--- src/design/compander_pkg.sv ---
// constants, field layout and types for the compander curve parameter bank
package compander_pkg;

   localparam int ADDR_W  = 8;
   localparam int DATA_W  = 8;
   localparam int BASE_W  = 10;
   localparam int END_W   = 13;
   localparam int SLOPE_W = 9;
   localparam int HIGH_W  = 2;

   localparam logic [7:0] ADDR_BLACK_LEVEL   = 8'h33;
   localparam logic [7:0] ADDR_BASE_HIGH     = 8'h34;
   localparam logic [7:0] ADDR_SEG2_BASE_LOW = 8'h35;
   localparam logic [7:0] ADDR_SEG3_BASE_LOW = 8'h36;
   localparam logic [7:0] ADDR_SEG4_BASE_LOW = 8'h37;
   localparam logic [7:0] ADDR_SEG1_END_HIGH = 8'h38;
   localparam logic [7:0] ADDR_SEG1_END_LOW  = 8'h39;
   localparam logic [7:0] ADDR_SEG2_END_HIGH = 8'h3A;
   localparam logic [7:0] ADDR_SEG2_END_LOW  = 8'h3B;
   localparam logic [7:0] ADDR_SEG3_END_HIGH = 8'h3C;
   localparam logic [7:0] ADDR_SEG3_END_LOW  = 8'h3D;

   localparam logic [7:0] RST_BLACK_LEVEL   = 8'h08;
   localparam logic [7:0] RST_BASE_HIGH     = 8'h0B;
   localparam logic [7:0] RST_SEG2_BASE_LOW = 8'hBF;
   localparam logic [7:0] RST_SEG3_BASE_LOW = 8'h05;
   localparam logic [7:0] RST_SEG4_BASE_LOW = 8'h20;
   localparam logic [7:0] RST_SEG1_END_HIGH = 8'h03;
   localparam logic [7:0] RST_SEG1_END_LOW  = 8'h20;
   localparam logic [7:0] RST_SEG2_END_HIGH = 8'h05;
   localparam logic [7:0] RST_SEG2_END_LOW  = 8'h18;
   localparam logic [7:0] RST_SEG3_END_HIGH = 8'h0B;
   localparam logic [7:0] RST_SEG3_END_LOW  = 8'h58;

   // writable bits; reserved bits store nothing and read as zero
   localparam logic [7:0] BASE_HIGH_MASK = 8'h3F;
   localparam logic [7:0] END_HIGH_MASK  = 8'h1F;
   localparam logic [7:0] READ_IDLE      = 8'h00;

   localparam int SEG2_HIGH_LSB = 4;
   localparam int SEG3_HIGH_LSB = 2;
   localparam int SEG4_HIGH_LSB = 0;
   localparam int END_HIGH_W    = 5;

   // slope has 8 fraction bits; linear mode drops 3 bits of the sample
   localparam int SLOPE_FRAC   = 8;
   localparam int LINEAR_SHIFT = 3;
   localparam logic [9:0] OUT_MAX = 10'h3FF;

   localparam int READ_LATENCY  = 1;
   localparam int CURVE_LATENCY = 1;

   typedef enum logic [1:0] {SEG_ONE, SEG_TWO, SEG_THREE, SEG_FOUR} segment_e;

endpackage

--- src/design/compander_segment_params.sv ---
// compander curve parameter registers with the curve mapper behind them
//
// Contract
// - segment two base is 10 bits, its low byte is read/write at 35h, reset BFh.
// - segment three base is 10 bits, its low byte is read/write at 36h, reset 05h.
// - segment four base is 10 bits, its low byte is read/write at 37h, reset 20h.
// - segment one end is 13 bits, its low byte is read/write at 39h.
// - segment two end is 13 bits, its low byte is read/write at 3Bh, reset 18h.
// - bits 4:0 of 38h hold the top five bits of segment one end, reset 03h, bits 7:5 reserved.
// - bits 4:0 of 3Ah hold the top five bits of segment two end, reset 05h, bits 7:5 reserved.
// - the top two bits of bases two, three and four come from bit pairs of 34h.
// - with linear mapping off, the first offset is the black level of the curve.
// - segment three end is 13 bits split over a high and low byte like the others.
`timescale 1ns/100ps
module compander_segment_params (
   input  wire logic                  mclk,
   input  wire logic                  reset,
   input  wire logic [7:0]            regAddr,
   input  wire logic [7:0]            regWrData,
   input  wire logic                  regWrEn,
   input  wire logic                  regRdEn,
   input  wire logic [12:0]           sampleIn,
   input  wire logic                  sampleValid,
   input  wire logic                  compLinear,
   input  wire logic [8:0]            slopeOne,
   input  wire logic [8:0]            slopeTwo,
   input  wire logic [8:0]            slopeThree,
   input  wire logic [8:0]            slopeFour,
   output logic [7:0]                 regRdData_ff,
   output logic                       regRdValid_ff,
   output logic [7:0]                 curveBlackLevel,
   output logic [9:0]                 segmentTwoBase,
   output logic [9:0]                 segmentThreeBase,
   output logic [9:0]                 segmentFourBase,
   output logic [12:0]                segmentOneEnd,
   output logic [12:0]                segmentTwoEnd,
   output logic [12:0]                segmentThreeEnd,
   output logic [9:0]                 curveOut_ff,
   output logic                       curveValid_ff,
   output compander_pkg::segment_e    curveSegment_ff
);
   logic [7:0]  blackLevel_ff;
   logic [7:0]  baseHigh_ff;
   logic [7:0]  seg2BaseLow_ff;
   logic [7:0]  seg3BaseLow_ff;
   logic [7:0]  seg4BaseLow_ff;
   logic [7:0]  seg1EndHigh_ff;
   logic [7:0]  seg1EndLow_ff;
   logic [7:0]  seg2EndHigh_ff;
   logic [7:0]  seg2EndLow_ff;
   logic [7:0]  seg3EndHigh_ff;
   logic [7:0]  seg3EndLow_ff;

   logic [7:0]  nxt_blackLevel;
   logic [7:0]  nxt_baseHigh;
   logic [7:0]  nxt_seg2BaseLow;
   logic [7:0]  nxt_seg3BaseLow;
   logic [7:0]  nxt_seg4BaseLow;
   logic [7:0]  nxt_seg1EndHigh;
   logic [7:0]  nxt_seg1EndLow;
   logic [7:0]  nxt_seg2EndHigh;
   logic [7:0]  nxt_seg2EndLow;
   logic [7:0]  nxt_seg3EndHigh;
   logic [7:0]  nxt_seg3EndLow;
   logic [7:0]  readMux;
   logic [7:0]  nxt_regRdData;

   function automatic logic wrHit(input logic [7:0] addr,
                                  input logic       en,
                                  input logic [7:0] target);
      wrHit = en && (addr == target);
   endfunction

   // reserved bits are masked on the way in, so they always read zero
   function automatic logic [7:0] readSelect(input logic [7:0] addr,
                                             input logic [7:0] blk,
                                             input logic [7:0] bh,
                                             input logic [7:0] b2,
                                             input logic [7:0] b3,
                                             input logic [7:0] b4,
                                             input logic [7:0] e1h,
                                             input logic [7:0] e1l,
                                             input logic [7:0] e2h,
                                             input logic [7:0] e2l,
                                             input logic [7:0] e3h,
                                             input logic [7:0] e3l);
      case (addr)
         compander_pkg::ADDR_BLACK_LEVEL:   readSelect = blk;
         compander_pkg::ADDR_BASE_HIGH:     readSelect = bh;
         compander_pkg::ADDR_SEG2_BASE_LOW: readSelect = b2;
         compander_pkg::ADDR_SEG3_BASE_LOW: readSelect = b3;
         compander_pkg::ADDR_SEG4_BASE_LOW: readSelect = b4;
         compander_pkg::ADDR_SEG1_END_HIGH: readSelect = e1h;
         compander_pkg::ADDR_SEG1_END_LOW:  readSelect = e1l;
         compander_pkg::ADDR_SEG2_END_HIGH: readSelect = e2h;
         compander_pkg::ADDR_SEG2_END_LOW:  readSelect = e2l;
         compander_pkg::ADDR_SEG3_END_HIGH: readSelect = e3h;
         compander_pkg::ADDR_SEG3_END_LOW:  readSelect = e3l;
         default:                           readSelect = compander_pkg::READ_IDLE;
      endcase
   endfunction

   assign nxt_blackLevel  = wrHit(regAddr, regWrEn,
      compander_pkg::ADDR_BLACK_LEVEL) ? regWrData : blackLevel_ff;
   assign nxt_baseHigh    = wrHit(regAddr, regWrEn,
      compander_pkg::ADDR_BASE_HIGH) ?
      (regWrData & compander_pkg::BASE_HIGH_MASK) : baseHigh_ff;
   assign nxt_seg2BaseLow = wrHit(regAddr, regWrEn,
      compander_pkg::ADDR_SEG2_BASE_LOW) ? regWrData : seg2BaseLow_ff;
   assign nxt_seg3BaseLow = wrHit(regAddr, regWrEn,
      compander_pkg::ADDR_SEG3_BASE_LOW) ? regWrData : seg3BaseLow_ff;
   assign nxt_seg4BaseLow = wrHit(regAddr, regWrEn,
      compander_pkg::ADDR_SEG4_BASE_LOW) ? regWrData : seg4BaseLow_ff;
   assign nxt_seg1EndHigh = wrHit(regAddr, regWrEn,
      compander_pkg::ADDR_SEG1_END_HIGH) ?
      (regWrData & compander_pkg::END_HIGH_MASK) : seg1EndHigh_ff;
   assign nxt_seg1EndLow  = wrHit(regAddr, regWrEn,
      compander_pkg::ADDR_SEG1_END_LOW) ? regWrData : seg1EndLow_ff;
   assign nxt_seg2EndHigh = wrHit(regAddr, regWrEn,
      compander_pkg::ADDR_SEG2_END_HIGH) ?
      (regWrData & compander_pkg::END_HIGH_MASK) : seg2EndHigh_ff;
   assign nxt_seg2EndLow  = wrHit(regAddr, regWrEn,
      compander_pkg::ADDR_SEG2_END_LOW) ? regWrData : seg2EndLow_ff;
   assign nxt_seg3EndHigh = wrHit(regAddr, regWrEn,
      compander_pkg::ADDR_SEG3_END_HIGH) ?
      (regWrData & compander_pkg::END_HIGH_MASK) : seg3EndHigh_ff;
   assign nxt_seg3EndLow  = wrHit(regAddr, regWrEn,
      compander_pkg::ADDR_SEG3_END_LOW) ? regWrData : seg3EndLow_ff;

   always_ff @(posedge mclk) begin
      if (reset) begin
         blackLevel_ff  <= compander_pkg::RST_BLACK_LEVEL;
         baseHigh_ff    <= compander_pkg::RST_BASE_HIGH;
         seg2BaseLow_ff <= compander_pkg::RST_SEG2_BASE_LOW;
         seg3BaseLow_ff <= compander_pkg::RST_SEG3_BASE_LOW;
         seg4BaseLow_ff <= compander_pkg::RST_SEG4_BASE_LOW;
         seg1EndHigh_ff <= compander_pkg::RST_SEG1_END_HIGH;
         seg1EndLow_ff  <= compander_pkg::RST_SEG1_END_LOW;
         seg2EndHigh_ff <= compander_pkg::RST_SEG2_END_HIGH;
         seg2EndLow_ff  <= compander_pkg::RST_SEG2_END_LOW;
         seg3EndHigh_ff <= compander_pkg::RST_SEG3_END_HIGH;
         seg3EndLow_ff  <= compander_pkg::RST_SEG3_END_LOW;
      end else begin
         blackLevel_ff  <= nxt_blackLevel;
         baseHigh_ff    <= nxt_baseHigh;
         seg2BaseLow_ff <= nxt_seg2BaseLow;
         seg3BaseLow_ff <= nxt_seg3BaseLow;
         seg4BaseLow_ff <= nxt_seg4BaseLow;
         seg1EndHigh_ff <= nxt_seg1EndHigh;
         seg1EndLow_ff  <= nxt_seg1EndLow;
         seg2EndHigh_ff <= nxt_seg2EndHigh;
         seg2EndLow_ff  <= nxt_seg2EndLow;
         seg3EndHigh_ff <= nxt_seg3EndHigh;
         seg3EndLow_ff  <= nxt_seg3EndLow;
      end
   end

   // a read in the same cycle as a write returns the old value
   assign readMux = readSelect(regAddr, blackLevel_ff, baseHigh_ff,
                               seg2BaseLow_ff, seg3BaseLow_ff,
                               seg4BaseLow_ff, seg1EndHigh_ff,
                               seg1EndLow_ff, seg2EndHigh_ff,
                               seg2EndLow_ff, seg3EndHigh_ff,
                               seg3EndLow_ff);
   assign nxt_regRdData = regRdEn ? readMux : regRdData_ff;

   always_ff @(posedge mclk) begin
      if (reset) begin
         regRdData_ff  <= compander_pkg::READ_IDLE;
         regRdValid_ff <= 1'b0;
      end else begin
         regRdData_ff  <= nxt_regRdData;
         regRdValid_ff <= regRdEn;
      end
   end

   // assembled values are plain concatenations of register bits
   assign curveBlackLevel  = blackLevel_ff;
   assign segmentTwoBase   = {baseHigh_ff[compander_pkg::SEG2_HIGH_LSB +:
                             compander_pkg::HIGH_W], seg2BaseLow_ff};
   assign segmentThreeBase = {baseHigh_ff[compander_pkg::SEG3_HIGH_LSB +:
                             compander_pkg::HIGH_W], seg3BaseLow_ff};
   assign segmentFourBase  = {baseHigh_ff[compander_pkg::SEG4_HIGH_LSB +:
                             compander_pkg::HIGH_W], seg4BaseLow_ff};
   assign segmentOneEnd    = {seg1EndHigh_ff[compander_pkg::END_HIGH_W-1:0],
                             seg1EndLow_ff};
   assign segmentTwoEnd    = {seg2EndHigh_ff[compander_pkg::END_HIGH_W-1:0],
                             seg2EndLow_ff};
   assign segmentThreeEnd  = {seg3EndHigh_ff[compander_pkg::END_HIGH_W-1:0],
                             seg3EndLow_ff};

   compander_curve curve (
      .mclk          (mclk),
      .reset         (reset),
      .sampleIn      (sampleIn),
      .sampleValid   (sampleValid),
      .compLinear    (compLinear),
      .blackLevel    (blackLevel_ff),
      .segTwoBase    (segmentTwoBase),
      .segThreeBase  (segmentThreeBase),
      .segFourBase   (segmentFourBase),
      .segOneEnd     (segmentOneEnd),
      .segTwoEnd     (segmentTwoEnd),
      .segThreeEnd   (segmentThreeEnd),
      .slopeOne      (slopeOne),
      .slopeTwo      (slopeTwo),
      .slopeThree    (slopeThree),
      .slopeFour     (slopeFour),
      .curveOut_ff   (curveOut_ff),
      .curveValid_ff (curveValid_ff),
      .segment_ff    (curveSegment_ff)
   );
endmodule // compander_segment_params

--- src/design/compander_curve.sv ---
// segment selection and offset-plus-slope mapping of 13-bit samples
`timescale 1ns/100ps
module compander_curve (
   input  wire logic                  mclk,
   input  wire logic                  reset,
   input  wire logic [12:0]           sampleIn,
   input  wire logic                  sampleValid,
   input  wire logic                  compLinear,
   input  wire logic [7:0]            blackLevel,
   input  wire logic [9:0]            segTwoBase,
   input  wire logic [9:0]            segThreeBase,
   input  wire logic [9:0]            segFourBase,
   input  wire logic [12:0]           segOneEnd,
   input  wire logic [12:0]           segTwoEnd,
   input  wire logic [12:0]           segThreeEnd,
   input  wire logic [8:0]            slopeOne,
   input  wire logic [8:0]            slopeTwo,
   input  wire logic [8:0]            slopeThree,
   input  wire logic [8:0]            slopeFour,
   output logic [9:0]                 curveOut_ff,
   output logic                       curveValid_ff,
   output compander_pkg::segment_e    segment_ff
);
   logic                     inOne;
   logic                     inTwo;
   logic                     inThree;
   compander_pkg::segment_e  segment;
   logic [12:0]              startPoint;
   logic [9:0]               base;
   logic [8:0]               slope;
   logic [12:0]              delta;
   logic [21:0]              product;
   logic [13:0]              scaled;
   logic [14:0]              sum;
   logic [9:0]               mapped;
   logic [9:0]               nxt_curveOut;

   // end points are inclusive upper bounds of each segment
   assign inOne   = sampleIn <= segOneEnd;
   assign inTwo   = sampleIn <= segTwoEnd;
   assign inThree = sampleIn <= segThreeEnd;
   assign segment = inOne ? compander_pkg::SEG_ONE :
                    inTwo ? compander_pkg::SEG_TWO :
                    inThree ? compander_pkg::SEG_THREE :
                    compander_pkg::SEG_FOUR;

   always_comb begin
      case (segment)
         compander_pkg::SEG_ONE: begin
            startPoint = 13'h0000;
            base       = {2'b00, blackLevel};
            slope      = slopeOne;
         end
         compander_pkg::SEG_TWO: begin
            startPoint = segOneEnd;
            base       = segTwoBase;
            slope      = slopeTwo;
         end
         compander_pkg::SEG_THREE: begin
            startPoint = segTwoEnd;
            base       = segThreeBase;
            slope      = slopeThree;
         end
         default: begin
            startPoint = segThreeEnd;
            base       = segFourBase;
            slope      = slopeFour;
         end
      endcase
   end

   assign delta   = sampleIn - startPoint;
   assign product = {13'h0000, slope} * {9'h000, delta};
   assign scaled  = product[21:compander_pkg::SLOPE_FRAC];
   assign sum     = {5'h00, base} + {1'b0, scaled};
   // saturate rather than wrap at the top of the 10-bit range
   assign mapped  = (|sum[14:10]) ? compander_pkg::OUT_MAX : sum[9:0];
   assign nxt_curveOut = compLinear ?
                         sampleIn[12:compander_pkg::LINEAR_SHIFT] : mapped;

   always_ff @(posedge mclk) begin
      if (reset) begin
         curveOut_ff   <= 10'h000;
         curveValid_ff <= 1'b0;
         segment_ff    <= compander_pkg::SEG_ONE;
      end else begin
         curveValid_ff <= sampleValid;
         if (sampleValid) begin
            curveOut_ff <= nxt_curveOut;
            segment_ff  <= segment;
         end
      end
   end
endmodule // compander_curve

--- config.mk ---
export PLATFORM = sky130hd
export DESIGN_NAME = compander_segment_params
export DESIGN_NICKNAME = d
export VERILOG_FILES = /design/src/design/compander_pkg.sv /design/src/design/compander_segment_params.sv /design/src/design/compander_curve.sv
export SDC_FILE = /design/constraint.sdc
export NUM_CORES = 1
export LEC_CHECK = 0
export BUFFER_PORTS_ARGS = -buffer_cell sky130_fd_sc_hd__buf_2
export CAP_MARGIN = 20
export CORE_MARGIN = 4
export CORE_UTILIZATION = 49
export DETAILED_ROUTE_END_ITERATION = 7
export PLACE_DENSITY = 0.69
export SYNTH_ARGS = -nofsm -noshare
export SYNTH_HDL_FRONTEND = slang
export SYNTH_SLANG_ARGS = --single-unit
--- constraint.sdc ---
create_clock -name mclk -period 14.8 [get_ports mclk]
set_clock_uncertainty 0.05 [all_clocks]
set_input_delay 2.96 -clock mclk [delete_from_list [all_inputs] [get_ports mclk]]
set_output_delay 2.96 -clock mclk [all_outputs]
set_load 0.005 [all_outputs]
After elaboration in Yosys (flattened, before gate mapping)
Index checks and enable logic that the tools add are counted.

Eq/ne operators: 13. $add $sub $neg: 2. Reductions and logical operators: 13. $lt $le $gt $ge: 3. $mul: 1. Multiplexer cells: 9.

Operators with widths (count): $eq 8x6->1 const B (11); $pmux 8 s11 (1); $le 13x13->1 (3); $pmux 13 s3 (1); $pmux 10 s3 (1); $pmux 9 s3 (1); $mul 9x13->22 (1); $mux 10 (2); $add 10x14->15 (1); $sub 13x13->13 (1); $logic_and 1x1->1 (11); $reduce_or 5->1 (1); $mux 2 (2); $eq 2x1->1 const B (1); $eq 2x2->1 const B (1); $logic_not 2->1 (1); $mux 1 (1).

Flip-flop bits (word level): 99. Logic and storage cells: 57. Output and inout bits: 99.

Depth between registers and ports, before layout
Gate-level depths: netlist (run 1).

Depth in word-level cells: 12. Gate-level depth with buffers: 50. Depth with buffers taken out: 49.

Cells and area by module
Synthesis (run 1) repeated with hierarchy kept, for this count alone.

Cell total of the unflattened synthesis: 1287. Area, all modules: 10892.9 µm².

By module, submodules not included: compander_curve (times used 1, cells an instance 906, sequential area each 260.2 µm², area each 6930.4 µm²); compander_segment_params (times used 1, cells an instance 381, sequential area each 1721.7 µm², area each 3962.6 µm²).

Worst setup path before layout (run 1)
OpenSTA, ideal clock, no wires.

Path type: input -> register. From: input sampleIn[4]. To: register curve.curveOut_ff[8]. Stages on the path: 46. Buffers on the path: 5. Data required time: 14670 ps. Data arrival time: 12929 ps. Slack: 1742 ps. Setup time: 80 ps. Cells stage by stage: ha_1 -> nand3_1 -> o21bai_1 -> a311o_1 -> a31oi_2 -> buf_2 -> clkbuf_1 -> clkbuf_1 -> buf_1 -> o211ai_1 -> ha_1 -> nor2b_1 -> o21ai_0 -> a21boi_0 -> o21ai_0 -> a21boi_0 -> o21ai_0 -> a21oi_1 -> [... 10 more ...] -> fa_1 -> inv_1 -> ha_1 -> a21o_1 -> a21oi_1 -> o21bai_1 -> a21o_1 -> a221o_1 -> a31oi_1 -> xnor2_1 -> ha_1 -> and4b_1 -> nand4b_1 -> a211oi_1 -> or4_4 -> o211ai_4 -> a21oi_4 -> a211oi_2.

Cells in the longest elaborated chain, start to end: 12. Elaborated cells on any way between the ends: 18. Those cells by class: add/sub (2); mul (1); order compare (3); eq/ne (2); mux (8); reduce/logical (2).

RTL lines: start: declaration (line compander_segment_params.sv:22) `input wire logic [12:0] sampleIn,`; $le 13x13->1 (line compander_curve.sv:41) `assign inThree = sampleIn <= segThreeEnd;`; $mux 1 (line compander_curve.sv:44) `inThree ? compander_pkg::SEG_THREE :`; $mux 2 (line compander_curve.sv:43) `inTwo ? compander_pkg::SEG_TWO :`; $mux 2 (line compander_curve.sv:42) `assign segment = inOne ? compander_pkg::SEG_ONE :`; $eq 2x2->1, or another cell as far along (line compander_curve.sv:48) `case (segment)`; $pmux 13 s3 (line compander_curve.sv:48); $sub 13x13->13 (line compander_curve.sv:72) `assign delta = sampleIn - startPoint;`; $mul 9x13->22 (line compander_curve.sv:73) `assign product = {13'h0000, slope} * {9'h000, delta};`; $add 10x14->15 * (line compander_curve.sv:75) `assign sum = {5'h00, base} + {1'b0, scaled};`; $reduce_or 5->1 (line compander_curve.sv:77) `assign mapped = (|sum[14:10]) ? compander_pkg::OUT_MAX : sum[9:0];`; $mux 10 * (line compander_curve.sv:77); $mux 10 * (line compander_curve.sv:78) `assign nxt_curveOut = compLinear ?`; end signal: assignment (line compander_curve.sv:89) `curveOut_ff <= nxt_curveOut;`; end: declaration (line compander_curve.sv:20) `output logic [9:0] curveOut_ff,`.

Every way passes the cells marked *; elsewhere a longest branch is shown, timed or not. A chain may end at the register's enable or synchronous reset.

Worst setup path in the final report (run 1)
Ends and elaborated chain as after synthesis.

==> impl_metrics.yaml, run 1 <==
sta:
  relSlewSlack_pct: 25.5
  finalCriticalPeriod_ns: 13.33
  tightest_slew_ns: 1.11
  setup_viol_count_final: 0
  setup_tns_ns: 0
  period_share_pct: 90.1
  max_freq_mhz: 75.0
  rsz0062_at_grt: "false"
  timing.final.hold_violations: 0
  slew_violations: 0
finish:
  multi_input_area_sq_mm: 0.00769
  fill_cells: 2047
  layout-drive-gt1-share_pct: 16.5
  seqCellArea_sq_mm: 0.00198
  antenna_cells: 0
  synthToLayoutAreaGrowth_pct: 13.6
  fin_area_sq_mm: 0.0118
  nets: 1713
worst_setup_path:
  cp.arrival_ns: 13.55
  crit_buf_inv: 4
  crit_path_end_kind: "register"
  crit_type: "input port to register"
  crit_family: "compound AO/OA/AOI/OAI gates"
  startpoint_type: "input port"
  crit_required_ns: 15.02
  slowest_delay_ns: 0.73
  worst_path_max_delay_cell: "nor3_1"
  path_max_fanout: 25
synth:
  synth-seq-cells: 99
  synth_nets: 1581
  synth_top_cell_by_area: "dfxtp_1"
  yosysWarnings: 0
  synthCells: 1332
  synth_edf_count: 0
  synth.top_cell.area_share_pct: 19.0
  avgSynthCellArea_sq_um: 7.82
  async_flop_share_pct: 0
  syn_area_sq_mm: 0.0104
  seq_area_frac_synth_pct: 19.0
  synthTopCellsByCount: "nand2_1, inv_1, nor2_1, dfxtp_1, ha_1"
  ys_types: 76
  ys.flop_type: "dfxtp_1"
  synth_most_common_cell: "nand2_1"
  synth_area_leaders: "dfxtp_1, fa_1, ha_1"
clock_tree:
  cts_resized: 0
  cts_tree: "yes"
  clock_latency_ns: 0.35
  cts.htree.levels: 3
  cts.sinks: 99
  clockRootBuffer: "clkbuf_16"
  numCtsBuffers: 9
  cts_setup_buffers: 0
  path_clk_slew_ns: 0.08
  clk_path_buf_depth: 2
  ctsHoldBuffers: 0
routing:
  drt_iter0_markers: 762
  ant_nets: 0
  vias_per_cell: 6.01
  dr.pass1.iters: 5
  routed-via-count: 10500
  drt_wl_total_um: 35100
  post_drt_wl_per_cell_um: 20.2
  drc: 0
global_route:
  antenna_found_initial: 0
  first_global_vias: 10500
  grt_use_total_pct: 29.2
  grt_pass1_wl_um: 55400
  grt_start_max_net_pins: 69
  grt-ovfl-total: 0
placed_design:
  post-dp-hpwl_um: 27600
  gp_congestion: 0.950
  port_buffers: 169
  placedInstanceArea_sq_mm: 0.0115
floorplan:
  io_pins: 170
  coreArea_sq_mm: 0.0210
  dieArea_sq_mm: 0.0237
  die_h_um: 154
  initial_core_util_pct: 49.7
  die_w_um: 154
  row_count: 53
run:
  cap_violations: 0
hold_path:
  hold_path.class: "register to register"
status:
  outcome: "complete, no violations"
==> final timing paths <==
path,from,endpoint,slack (ns),depth (start not counted)
max reg2reg,seg3EndLow_ff[4],curve.curveOut_ff[8],3.65,41
min,curve.curveOut_ff[6],curve.curveOut_ff[6],0.40,2
max,sampleIn[4],curve.curveOut_ff[8],1.47,41
min reg2reg,curve.curveOut_ff[6],curve.curveOut_ff[6],0.40,2
==> cell usage in the layout (no fill, tap or decap), types with 9 or more instances in the layout <==
cell type,n
nand3_1,86
nor2_1,107
nor3_1,24
o22ai_1,26
or2_2,15
dfxtp_1,99
a21oi_1,88
o211ai_1,24
buf_2,170
nor2b_1,11
nand4_1,9
nand2_1,181
a21o_1,12
a211oi_1,13
clkbuf_16,9
xnor2_1,16
o21ai_0,47
mux2i_1,27
inv_1,128
a221oi_1,13
nand2b_1,25
buf_4,21
fa_1,79
ha_1,99
==> worst min-delay path: cells and delay by family (launching register included) <==
family / cells / cell delay [ns]
AND/OR/NAND/NOR: 1 / 0.05
AO/OA/AOI/OAI: 1 / 0.05
flip-flops: 1 / 0.32
==> logic make-up (layout without fill, tap and decap cells) <==
logic type      after synthesis  after routing  share of synthesized area [%]
flops                        99             99                           19.0
buf+inv                     200            337                           7.27
fa+ha+maj                   178            178                           27.1
xor+xnor                     22             22                           1.85
compound gates              305            305                           19.8
simple gates                501            501                           22.4
mux                          27             27                           2.59
==> cell type report <==
| class | instances | share of cell area, % |
|---|---|---|
| clock buffers | 10 | 1.94 |
| clock inverters | 6 | 0.709 |
| inverters | 130 | 4.13 |
| multi-input cells | 1033 | 65.0 |
| flip-flops and latches | 99 | 16.8 |
| well taps | 275 | 2.91 |
| repair buffers | 191 | 8.53 |
==> per-layer routing <==
layer  GRT usage [%]  routed length (um)  share of wire [%]  vias to the layer above
li1                -                   -                  -                     4908
met1            37.1               14100                 40                     4965
met2            49.3               16600                 47                      508
met3            4.11                2780                7.9                       98
met4            13.0                1700                4.8                        0
met5               0                   0                  0                        -
==> state kept, by name (all words and copies together) (netlist names) <==
| signal | cells |
|---|---|
| curve.curveOut_ff | 10 |
| curveBlackLevel | 8 |
| regRdData_ff | 8 |
| seg1EndLow_ff | 8 |
| seg2BaseLow_ff | 8 |
| seg2EndLow_ff | 8 |
| seg3BaseLow_ff | 8 |
| seg3EndLow_ff | 8 |
| seg4BaseLow_ff | 8 |
| baseHigh_ff | 6 |
| seg1EndHigh_ff | 5 |
| seg2EndHigh_ff | 5 |
| seg3EndHigh_ff | 5 |
| curve.segment_ff | 2 |
| curve.curveValid_ff | 1 |
| regRdValid_ff | 1 |
==> metrics by stage <==
stage	util, %	instances	hold slack, ns	worst slack (ns)
floorplan	-	1332	0.393	1.74
finish	56.4	1744	0.402	1.47
global placement	54.9	1727	0.399	1.52
global route	56.4	1744	0.428	0.653
detailed placement	54.9	1727	0.400	1.24
CTS	56.4	1743	0.411	1.60
Power of run 1 is left out: the tool's default activity adds up to more than one toggle a clock period on the data nets, which glitch-free logic cannot reach.
==> run 2, diff against run 1 <==
--- a/config.mk
+++ b/config.mk
@@ -10,7 +10,7 @@
 export CORE_MARGIN = 4
 export CORE_UTILIZATION = 49
 export DETAILED_ROUTE_END_ITERATION = 7
-export PLACE_DENSITY = 0.69
+export PLACE_DENSITY = 0.74
 export SYNTH_ARGS = -nofsm -noshare
 export SYNTH_HDL_FRONTEND = slang
 export SYNTH_SLANG_ARGS = --single-unit
==> impl_metrics.yaml, run 2 (same netlist as run 1, synthesis figures left out) <==
finish:
  largest_reg_flops: 10
  multi_input_area_sq_mm: 0.00769
  seqCellArea_sq_mm: 0.00198
  nets: 1714
  fin_area_sq_mm: 0.0118
  fill_cells: 1999
  final_common_cell: "nand2_1"
  final_util_pct: 56.5
  final_cell_mix: "nand2_1, buf_2, inv_1"
  top_register: "curve.curveOut_ff"
  antenna_cells: 0
  finalNonFillerCells: 1745
  layout-drive-gt1-share_pct: 16.7
  synthToLayoutAreaGrowth_pct: 13.7
routing:
  drt_iter0_markers: 868
  dr.pass1.iters: 7
  drt_wl_total_um: 35200
  ant_nets: 0
  post_drt_wl_per_cell_um: 20.2
  drc: 0
  vias_per_cell: 6.02
  routed-via-count: 10500
sta:
  relSlewSlack_pct: 33.4
  finalCriticalPeriod_ns: 13.66
  tightest_slew_ns: 0.991
  period_share_pct: 92.3
  setup_tns_ns: 0
  rsz0062_at_grt: "false"
  timing.final.hold_violations: 0
  max_freq_mhz: 73.2
  slew_violations: 0
  setup_viol_count_final: 0
clock_tree:
  cts_setup_buffers: 0
  cts_resized: 0
  clock_latency_ns: 0.35
  path_clk_slew_ns: 0.08
  numCtsBuffers: 9
  clk_path_buf_depth: 2
  cts_tree: "yes"
  clockRootBuffer: "clkbuf_16"
  ctsHoldBuffers: 0
  cts.htree.levels: 3
  cts.sinks: 99
global_route:
  grt_use_total_pct: 29.5
  first_global_vias: 10400
  grt_pass1_wl_um: 56300
  grt-ovfl-total: 0
  grt_start_max_net_pins: 63
  antenna_found_initial: 0
worst_setup_path:
  crit_type: "input port to register"
  cp.arrival_ns: 13.84
  reg2reg_to: "curve.curveOut_ff[4]"
  startpoint_type: "input port"
  crit_required_ns: 14.98
  slowest_delay_ns: 0.81
  r2r_start: "seg3EndLow_ff[3]"
  crit_path_start: "sampleIn[4]"
  path_max_fanout: 13
  r2r_slack_ns: 3.28
  crit_path_end_kind: "register"
  crit_top_cell: "o21ai_0"
  crit_family: "compound AO/OA/AOI/OAI gates"
  reg2reg_depth: 43
  worst_path_max_delay_cell: "nor3_1"
  crit_buf_inv: 4
floorplan:
  die_w_um: 154
  io_pins: 170
  row_count: 53
  initial_core_util_pct: 49.7
  dieArea_sq_mm: 0.0237
  die_h_um: 154
  coreArea_sq_mm: 0.0210
placed_design:
  placedInstanceArea_sq_mm: 0.0115
  port_buffers: 169
  gp_congestion: 0.959
  dp.cells: 1727
  post-dp-hpwl_um: 27900
hold_path:
  min_from: "curve.curveOut_ff[6]"
  hold_depth: 2
  hold_path_end: "curve.curveOut_ff[6]"
  hold_path.class: "register to register"
status:
  outcome: "complete, no violations"
run:
  cap_violations: 0
==> run 2: per-stage QoR <==
stage | hold slack, ns | worst slack, ns
final | 0.401 | 1.14
after global routing | 0.422 | 0.565
after CTS | 0.404 | 1.46
after detailed placement | 0.393 | 1.08
after global placement | 0.392 | 1.29
after floorplan | 0.393 | 1.74
==> run 2: cell type report <==
cell class / instances / share of cell area (%)
clock inverter: 7 / 0.824
multi-input combinational: 1033 / 64.9
inverter: 130 / 4.12
tap: 275 / 2.91
clock buffer: 9 / 1.90
timing repair buffer: 192 / 8.58
sequential: 99 / 16.7
==> run 2: tightest hold or removal path, stage by stage, from the launching register on <==
cell and delay [ns]:
dfxtp_1 0.32, nand2_1 0.05, o21ai_1 0.05
==> run 2: metal layers <==
layer  track usage (%)  wire [um]  vias up  part of all wire (%)
met5                 0          0        -                     0
met3              3.46       2780      107                   7.9
met4              13.9       1920        0                   5.5
li1                  -          -     4898                     -
met1              38.9      14200     4955                    40
met2              48.6      16300      549                    46
==> run 2: worst max-delay path by stage <==
stage	to	slack [ns]	cells after the start
final	curve.curveOut_ff[4]	1.14	43
after global routing	curve.curveOut_ff[4]	0.56	46
after CTS	curve.curveOut_ff[8]	1.46	45
after detailed placement	curve.curveOut_ff[8]	1.08	45
after global placement	curve.curveOut_ff[8]	1.29	45
after floorplan	curve.curveOut_ff[8]	1.74	46
Power of run 2 is left out for the same reason.
